[src/shared/dfs_pkg.sv]
// shared constants and types for the four-to-one serializer
package dfs_pkg;

   // ---------------------------------------------------------------
   // word layout and sizes
   // ---------------------------------------------------------------
   localparam int LANE_COUNT = 4;
   localparam int FIFO_DEPTH = 16;
   localparam int BIT_IDX_W = 2;
   localparam logic [BIT_IDX_W-1:0] FIRST_BIT = 2'h0;
   localparam logic [BIT_IDX_W-1:0] LAST_BIT = 2'h3;
   // quarter-rate clock is high while bits below this index go out
   localparam logic [BIT_IDX_W-1:0] CLK_HIGH_BITS = 2'h2;
   localparam logic SYNC_RESET = 1'h0;

   // lane zero sits in the low bit and is sent first
   typedef struct packed {
      logic lane_three;
      logic lane_two;
      logic lane_one;
      logic lane_zero;
   } dfs_word_t;

endpackage : dfs_pkg

[src/hw/dfs_serializer.sv]
// four-to-one serializer with word fifo, clocked by a sampled timing clock
//
// Functional notes
// - four quarter-rate lanes merge into one full-rate serial stream.
// - one serial bit leaves on each rising and falling timing clock edge.
// - divided clock output spans one four-bit word per period.
// - divided clock and serial data change on the same edge.
`timescale 1ns/100ps

// -------------------------------------------------------------------
// generic fifo, flip-flop storage
// -------------------------------------------------------------------
module dfs_fifo #(
   parameter int WIDTH = 4,
   parameter int DEPTH = 16
) (
   // clock and reset
   input wire logic clk,
   input wire logic reset_n,
   // filling side
   input wire logic in_valid,
   input wire logic [WIDTH-1:0] in_data,
   output logic in_ready,
   // draining side
   output logic out_valid,
   output logic [WIDTH-1:0] out_data,
   input wire logic out_ready
);
   localparam int AW = $clog2(DEPTH);
   localparam logic [AW:0] FULL_COUNT = (AW+1)'(DEPTH);
   localparam logic [AW-1:0] LAST_SLOT = AW'(DEPTH - 1);

   logic [WIDTH-1:0] mem [DEPTH];
   logic [AW-1:0] wr_ptr;
   logic [AW-1:0] rd_ptr;
   logic [AW:0] count;
   wire push = in_valid && in_ready;
   wire pop = out_valid && out_ready;
   wire [AW-1:0] next_wr_ptr = (wr_ptr == LAST_SLOT) ? '0 : wr_ptr + 1'b1;
   wire [AW-1:0] next_rd_ptr = (rd_ptr == LAST_SLOT) ? '0 : rd_ptr + 1'b1;

   assign in_ready = (count != FULL_COUNT);
   assign out_valid = (count != '0);
   assign out_data = mem[rd_ptr];

   always_ff @(posedge clk)
   begin
      if (push)
      begin
         mem[wr_ptr] <= in_data;
      end
   end

   always_ff @(posedge clk)
   begin
      if (!reset_n)
      begin
         wr_ptr <= '0;
         rd_ptr <= '0;
         count <= '0;
      end
      else
      begin
         if (push)
         begin
            wr_ptr <= next_wr_ptr;
         end
         if (pop)
         begin
            rd_ptr <= next_rd_ptr;
         end
         if (push && !pop)
         begin
            count <= count + 1'b1;
         end
         else if (pop && !push)
         begin
            count <= count - 1'b1;
         end
      end
   end
endmodule : dfs_fifo

// -------------------------------------------------------------------
// serializer top
// -------------------------------------------------------------------
module dfs_serializer
   import dfs_pkg::*;
(
   // clock and reset
   input wire logic clk,
   input wire logic reset_n,
   // half-rate timing clock from outside, sampled as a level
   input wire logic timing_clk_in,
   // quarter-rate parallel lanes
   input wire logic lane_zero_in,
   input wire logic lane_one_in,
   input wire logic lane_two_in,
   input wire logic lane_three_in,
   // serial side
   output logic serial_out,
   output logic quarter_rate_clk_out,
   // status
   output logic fifo_ready,
   output logic word_dropped,
   output logic word_underrun
);

   // ---------------------------------------------------------------
   // input synchronisers
   // ---------------------------------------------------------------
   logic [1:0] tclk_sync;
   logic tclk_prev;
   dfs_word_t lane_meta;
   dfs_word_t lane_sync;
   wire dfs_word_t lane_raw = '{lane_three: lane_three_in,
                                lane_two: lane_two_in,
                                lane_one: lane_one_in,
                                lane_zero: lane_zero_in};

   always_ff @(posedge clk)
   begin
      tclk_sync <= {tclk_sync[0], timing_clk_in};
      tclk_prev <= tclk_sync[1];
      lane_meta <= lane_raw;
      lane_sync <= lane_meta;
   end

   // ---------------------------------------------------------------
   // bit timing
   // ---------------------------------------------------------------
   // without timing clock edges nothing advances
   wire bit_edge = tclk_sync[1] ^ tclk_prev;
   logic [BIT_IDX_W-1:0] bit_idx;
   wire word_start = bit_edge && (bit_idx == FIRST_BIT);
   wire next_clk_level = (bit_idx < CLK_HIGH_BITS);

   // ---------------------------------------------------------------
   // word fifo
   // ---------------------------------------------------------------
   // lanes sampled at the divided clock rising edge, one word per period
   wire push_word = word_start;
   wire in_ready;
   wire head_valid;
   wire dfs_word_t head_word;

   dfs_fifo #(
      .WIDTH(LANE_COUNT),
      .DEPTH(FIFO_DEPTH)
   ) u_fifo (
      .clk(clk),
      .reset_n(reset_n),
      .in_valid(push_word),
      .in_data(lane_sync),
      .in_ready(in_ready),
      .out_valid(head_valid),
      .out_data(head_word),
      .out_ready(word_start)
   );

   // ---------------------------------------------------------------
   // shifter
   // ---------------------------------------------------------------
   // underrun sends zeros rather than repeating stale data
   wire dfs_word_t load_word = head_valid ? head_word : '0;
   logic [LANE_COUNT-2:0] shift;

   always_ff @(posedge clk)
   begin
      if (reset_n == SYNC_RESET)
      begin
         bit_idx <= FIRST_BIT;
         shift <= '0;
         serial_out <= 1'b0;
         quarter_rate_clk_out <= 1'b0;
      end
      else if (bit_edge)
      begin
         bit_idx <= bit_idx + 1'b1;
         quarter_rate_clk_out <= next_clk_level;
         if (word_start)
         begin
            serial_out <= load_word.lane_zero;
            shift <= {load_word.lane_three, load_word.lane_two,
                      load_word.lane_one};
         end
         else
         begin
            serial_out <= shift[0];
            shift <= {1'b0, shift[LANE_COUNT-2:1]};
         end
      end
   end

   // ---------------------------------------------------------------
   // status
   // ---------------------------------------------------------------
   always_ff @(posedge clk)
   begin
      if (!reset_n)
      begin
         fifo_ready <= 1'b0;
         word_dropped <= 1'b0;
         word_underrun <= 1'b0;
      end
      else
      begin
         fifo_ready <= in_ready;
         word_dropped <= push_word && !in_ready;
         word_underrun <= word_start && !head_valid;
      end
   end
endmodule : dfs_serializer

[config.mk]
export PLATFORM = sky130hd
export DESIGN_NAME = dfs_serializer
export DESIGN_NICKNAME = d
export VERILOG_FILES = /design/src/shared/dfs_pkg.sv /design/src/hw/dfs_serializer.sv
export SDC_FILE = /design/constraint.sdc
export NUM_CORES = 1
export LEC_CHECK = 0
export BUFFER_PORTS_ARGS = -buffer_cell sky130_fd_sc_hd__buf_2
export CAP_MARGIN = 25
export CORE_MARGIN = 2
export CORE_UTILIZATION = 25
export CTS_BUF_LIST = sky130_fd_sc_hd__clkbuf_8
export DETAILED_ROUTE_END_ITERATION = 6
export SLEW_MARGIN = 30
export SYNTH_ARGS = -nofsm -noshare
export SYNTH_HDL_FRONTEND = slang
export SYNTH_HIERARCHICAL = 1
export SYNTH_SLANG_ARGS = --single-unit
[constraint.sdc]
create_clock -name clk -period 4 [get_ports clk]
set_input_delay 0 -clock clk [delete_from_list [all_inputs] [get_ports clk]]
set_output_delay 0 -clock clk [all_outputs]
set_load 0.05 [all_outputs]
* After elaboration in Yosys (flattened, before gate mapping)
Memories as Yosys holds them, arrays and structs flattened. A register that Yosys moved wholly into a read port is not among the register bits.
Cells that the tools add are included.
** Storage, ports and cells
- Bits in read-only memories :: 0
- Logic and storage cells :: 56
- Bits of input ports :: 7
- Output and inout bits :: 5
- Bits in writable memories :: 64
- Latch bits :: 0
- Register bits :: 34
- Memories :: 1
** Operators by class
- Bitwise gates (word level) :: 1
- Multiplexer cells :: 11
- Divide/modulo/power cells :: 0
- $lt $le $gt $ge :: 1
- Eq/ne operators :: 3
- Reductions and logical operators :: 14
- Multiply operators :: 0
- $add $sub $neg :: 5
- Shift-type cells :: 0
** Memories
- u_fifo.mem :: words 16, width 4, read ports 1, clocked after Yosys merged registers in 1, wr ports 1, RTL line dfs_serializer.sv:33 : logic [WIDTH-1:0] mem [DEPTH];
** Operators by type and width (count)
- $mux 4 :: 5
- $mux 5 :: 2
- $add 4x1->4 const B :: 2
- $eq 4x4->1 const B :: 2
- $logic_and 1x1->1 :: 7
- $add 5x1->5 const B :: 1
- $ne 5x5->1 const B :: 1
- $reduce_bool 5->1 :: 1
- $sub 5x1->5 const B :: 1
- $logic_not 1->1 :: 4
- $mux 1 :: 3
- $mux 3 :: 1
- $add 2x1->2 const B :: 1
- $logic_not 2->1 :: 1
- $lt 2x2->1 const B :: 1
- $reduce_bool 2->1 :: 1
- $xor 1x1->1 :: 1

* Logic depth before layout (Yosys ltp)
- Word-level depth :: 7
- Depth in mapped cells :: 11
- Depth with buffers taken out :: 11

* Modules after synthesis
Netlist, hierarchy kept.
** Modules (own cells, without submodules)
- dfs_fifo :: seq. area each 2262.2 um2, cells each 210, times used 1, area an instance 3424.5 um2
- dfs_serializer :: seq. area each 420.4 um2, cells each 52, times used 1, area an instance 641.9 um2

* Worst setup path before layout
Ideal clock, no wire load.
- Kind :: reg2reg
- From :: reg tclk_sync[1]
- To :: reg u_fifo.count[3]
- Setup time :: 62 ps
- Slack :: 1437 ps
- Arrival time :: 2501 ps
- Path buffers :: 1
- Required time :: 3938 ps
- Clock period less this slack :: 2563 ps
- Stages on the path, launching flop included :: 12
- Path through :: dfxtp_1 -> xor2_2 -> buf_6 -> and2_2 -> a21boi_2 -> ha_1 -> inv_1 -> ha_1 -> a21o_1 -> a21oi_1 -> or4b_1 -> nand3_1
** On the way
- Longest elaborated chain between the ends :: 6
- Elaborated cells on any way between the ends :: 10
- Classes of those cells :: mux (1); bitwise (1); reduce/logical (8)
** Ends and longest elaborated chain
- start: declaration :: RTL line dfs_serializer.sv:112 : logic [1:0] tclk_sync;
- start signal: assignment :: RTL line dfs_serializer.sv:123 : tclk_sync <= {tclk_sync[0], timing_clk_in};
- $xor 1x1->1 * :: RTL line dfs_serializer.sv:133 : wire bit_edge = tclk_sync[1] ^ tclk_prev;
- $logic_and 1x1->1 * :: RTL line dfs_serializer.sv:135 : wire word_start = bit_edge && (bit_idx == FIRST_BIT);
- named net push_word :: RTL line dfs_serializer.sv:142 : wire push_word = word_start;
- $logic_and 1x1->1 * :: RTL line dfs_serializer.sv:37 : wire push = in_valid && in_ready;
- named net u_fifo.push :: RTL line dfs_serializer.sv:37
- $logic_not 1->1 :: RTL line dfs_serializer.sv:76 : else if (pop && !push)
- $logic_and 1x1->1 :: RTL line dfs_serializer.sv:76
- $reduce_bool 2->1 (no source line)
- end signal: assignment :: RTL line dfs_serializer.sv:74 : count <= count + 1'b1;
- end signal: assignment :: RTL line dfs_serializer.sv:78 : count <= count - 1'b1;
- end: declaration :: RTL line dfs_serializer.sv:36 : logic [AW:0] count;
Mark *: on every way through the listed nets, which the timed path passes. The rest lies on a longest branch.
A chain may end at the register's enable or synchronous reset.

* Worst setup path after layout
- From :: reg bit_idx[1]
- To :: reg u_fifo.count[3]
** On the way
- Longest elaborated chain between the ends :: 6
- Elaborated cells on any way between the ends :: 10
- Classes of those cells :: mux (1); reduce/logical (9)
** Ends and longest elaborated chain
- start: declaration :: RTL line dfs_serializer.sv:134 : logic [BIT_IDX_W-1:0] bit_idx;
- start signal: assignment :: RTL line dfs_serializer.sv:179 : bit_idx <= bit_idx + 1'b1;
- $logic_not 2->1 * :: RTL line dfs_serializer.sv:135
- $logic_and 1x1->1 * :: RTL line dfs_serializer.sv:135
- named net push_word :: RTL line dfs_serializer.sv:142
- $logic_and 1x1->1 * :: RTL line dfs_serializer.sv:37
- named net u_fifo.push :: RTL line dfs_serializer.sv:37
- $logic_not 1->1 :: RTL line dfs_serializer.sv:76
- $logic_and 1x1->1 :: RTL line dfs_serializer.sv:76
- $reduce_bool 2->1 (no source line)
Marks and branches as above.

==> summary.md <==
| Metric | Value |
|---|---|
| Setup TNS | 0 ns |
| CP dominant cell by count | ha_1 |
| RSZ-0062 raised after global routing | no |
| Routability congestion estimate | 0.804 |
| I/O Buffers | 11 |
| Initial antenna violation count | 0 |
| WL final | 7.09 mm |
| Post-synth top area share | 0.473 |
| Worst Setup Path Type | register to register |
| Startpoint Class | register |
| Area Growth Syn to Fin | 14.3% |
| Wire per inst | 14.1 µm |
| Type of the worst min-delay path | input port to register |
| Most frequent cells in the layout | edfxtp_1 (64), dfxtp_1 (38), nand2_1 (16), mux4_2 (16), and2_1 (15) |
| Residual DRC | 0 |
| Post-Syn Nets | 280 |
| CTS root buffer | clkbuf_8 |
| Largest net degree at the start of global routing | 28 |
| Period utilization | 0.679 |
| Max transition margin | 0.462 |
| Peak Freq | 368 MHz |
| Antenna viol nets, final | 0 |
| Slowest cell on the critical path | or4b_1 |
| Area taken by multi-input logic gates | 0.00131 mm² |
| First-pass GRT wire length | 11.9 mm |
| Post-synth EDFFs | 64 |
| I/O pins | 12 |
| Final max-slew violation count | 0 |
| Setup Skew | 0.0101 ns |
| Worst slew pin tran | 0.806 ns |
| Fill count | 1606 |
| TritonRoute pass-1 iters | 4 |
| Critical Path End Type | register |
| Final nets | 300 |
| Tmin final | 2.72 ns |
| Pleak | 1.60 nW |
| Core Area | 0.0159 mm² |
| Maximum root-to-sink buffer count | 2 |
| Mean post-synth cell area | 15.5 µm² |
| Async S/R FF share, synth | 0 |
| Clock transition at path regs | 0.10 ns |
| HPWL after DPL | 4.70 mm |
| Die X | 132 µm |
| Met1 Resource Use GR | 0.111 |
| H-tree levels | 3 |
| Hold Violations, Final | 0 |
| Gr busiest metal | met2 |
| GR Util met3 | 0.0258 |
| Post-CTS setup buffers | 0 |
| Yosys warning count | 6 |
| Row cnt | 46 |
| Share of post-route cells with drive strength above 1 | 0.192 |
| Post-synthesis cell count | 262 |
| Iter 0 DRT Violations | 145 |
| FF/Latch Area | 0.00268 mm² |
| Max-cap viol count | 0 |
| Worst-path fanout max | 9 |
| Design area | 0.00465 mm² |
| Power Density | 574 mW/mm² |
| Antenna diode count | 0 |
| CP delay by family, top | simple AND/OR/NAND/NOR gates |
| Die area | 0.0173 mm² |
| Most common cell after layout, fill and taps aside | edfxtp_1 |
| DIE HEIGHT | 132 µm |
| Maximum vdd drop | 161 µV |
| DP Cell Count | 482 |
| Status | completed |
| CP cell instances | inv_1 -> ha_1 -> and2_2 -> a21boi_2 -> ha_1 -> inv_1 -> ha_1 -> a21o_1 -> a21oi_1 -> or4b_1 -> nand3_1 |
| Grt total ovfl | 0 |
| Routed via count | 2147 |
| CTS tree | yes |
| Synth Cell Area | 0.00407 mm² |
| Clk_lat worst skew | 0.37 ns |
| TritonCTS buffer count | 9 |
| #FFs+latches synth | 102 |
| Buffer and inverter count on the worst path | 2 |
| Total chip power | 2.67 mW |
| Initial Util | 0.256 |
| Pre-CTS setup slack | 1.31 ns |
| Final setup vio count | 0 |
| Final std cells w/o fill | 503 |
| Met2 Track Usage GR | 0.138 |
| Synth top area cells | edfxtp_1 (47%), dfxtp_1 (19%), mux4_2 (8.9%) |
| Synth area leader | edfxtp_1 |
| Crit-path max cell delay | 0.47 ns |
| Critical Path AT | 3.04 ns |
| Required time of the critical path | 4.32 ns |
| CTS resizes | 0 |
| Sequential fraction of the synthesis area | 0.660 |
| Setup WS post-layout | 1.28 ns |
| Routed vias/inst | 4.27 |
| CTS Sinks | 102 |
| Vias in the first global route | 2214 |
| Placed instance area | 0.00436 mm² |
| Unique masters post-synth | 47 |
| Ys flop type | edfxtp_1 |
| Gr usage total | 0.0889 |
==> what timing repair did <==
item | in CTS | in global routing
hold buffers | 5 | 0
endpoints found under the hold margin | 5 | 0
endpoints found under the setup margin | 0 | 0
==> path summary, 6_finish.rpt <==
| check | slack (ns) | depth (start not counted) | from | end |
|---|---|---|---|---|
| max | 1.28 | 11 | bit_idx[1] | u_fifo/count[3] |
| min | 0.07 | 3 | reset_n | shift[1] |
| max reg2reg | 1.28 | 11 | bit_idx[1] | u_fifo/count[3] |
| min reg2reg | 0.34 | 0 | lane_meta[0] | lane_sync[0] |
==> flip-flops by register name, summed over array words and instances (netlist names), 3 cells and up, named ones only <==
| register | count |
|---|---|
| lane_meta | 4 |
| lane_sync | 4 |
| shift | 3 |
| u_fifo/count | 5 |
| u_fifo/mem | 64 |
| u_fifo/rd_ptr | 4 |
| u_fifo/wr_ptr | 4 |
==> cells in the mapped netlist (2+ instances only) <==
library cell,instances
clkbuf_1,4
buf_2,2
a21oi_1,6
nor3b_1,5
xnor2_1,4
and3_1,5
a31oi_1,5
ha_1,10
inv_1,6
and2_1,15
edfxtp_1,64
nor2_1,5
o21ai_1,3
mux2i_1,8
dfxtp_1,38
nand2_1,16
o211ai_1,2
mux4_2,16
nand4b_1,2
nand3_1,4
nor2b_1,9
a22oi_1,8
==> per-stage QoR <==
stage	utilization	hold WS (ns)
finish	0.293	0.0692
global route	0.293	0.0958
CTS	0.293	0.0637
detailed placement	0.274	0.104
global placement	0.274	0.105
floorplan	-	0.0277
==> where the power goes <==
| part | switching, mW | internal (mW) |
|---|---|---|
| logic | 0.341 | 0.299 |
| clock network | 0.367 | 0.381 |
| registers | 0.0861 | 1.19 |
| total | 0.795 | 1.87 |
==> tightest hold or removal path, stage by stage <==
cell,delay [ns]
buf_2,0.25
o21ai_2,0.11
a21oi_1,0.04
==> cell families (layout without fill, tap and decap cells) <==
logic type	after synthesis	in the layout	share of synthesized area
xor+xnor	5	5	0.0126
buf+inv	15	40	0.0172
fa+ha+maj	11	11	0.0357
mux	24	24	0.108
flops	102	102	0.660
simple gates	70	70	0.103
compound gates	35	35	0.0637
==> area by class of cell <==
cell class | instances | share of cell area
multi-input combinational | 145 | 0.283
inverter | 6 | 0.00485
tap | 216 | 0.0582
sequential | 102 | 0.577
timing repair buffer | 18 | 0.0258
clock inverter | 6 | 0.0215
clock buffer | 10 | 0.0296
==> layer usage <==
layer	routed length [µm]	part of all wire	vias up
met2	3390	0.48	25
met4	214	0.030	0
met5	0	0	-
met3	185	0.026	12
met1	3300	0.47	1070
li1	-	-	1040
Power figures use the tool's default switching activity.
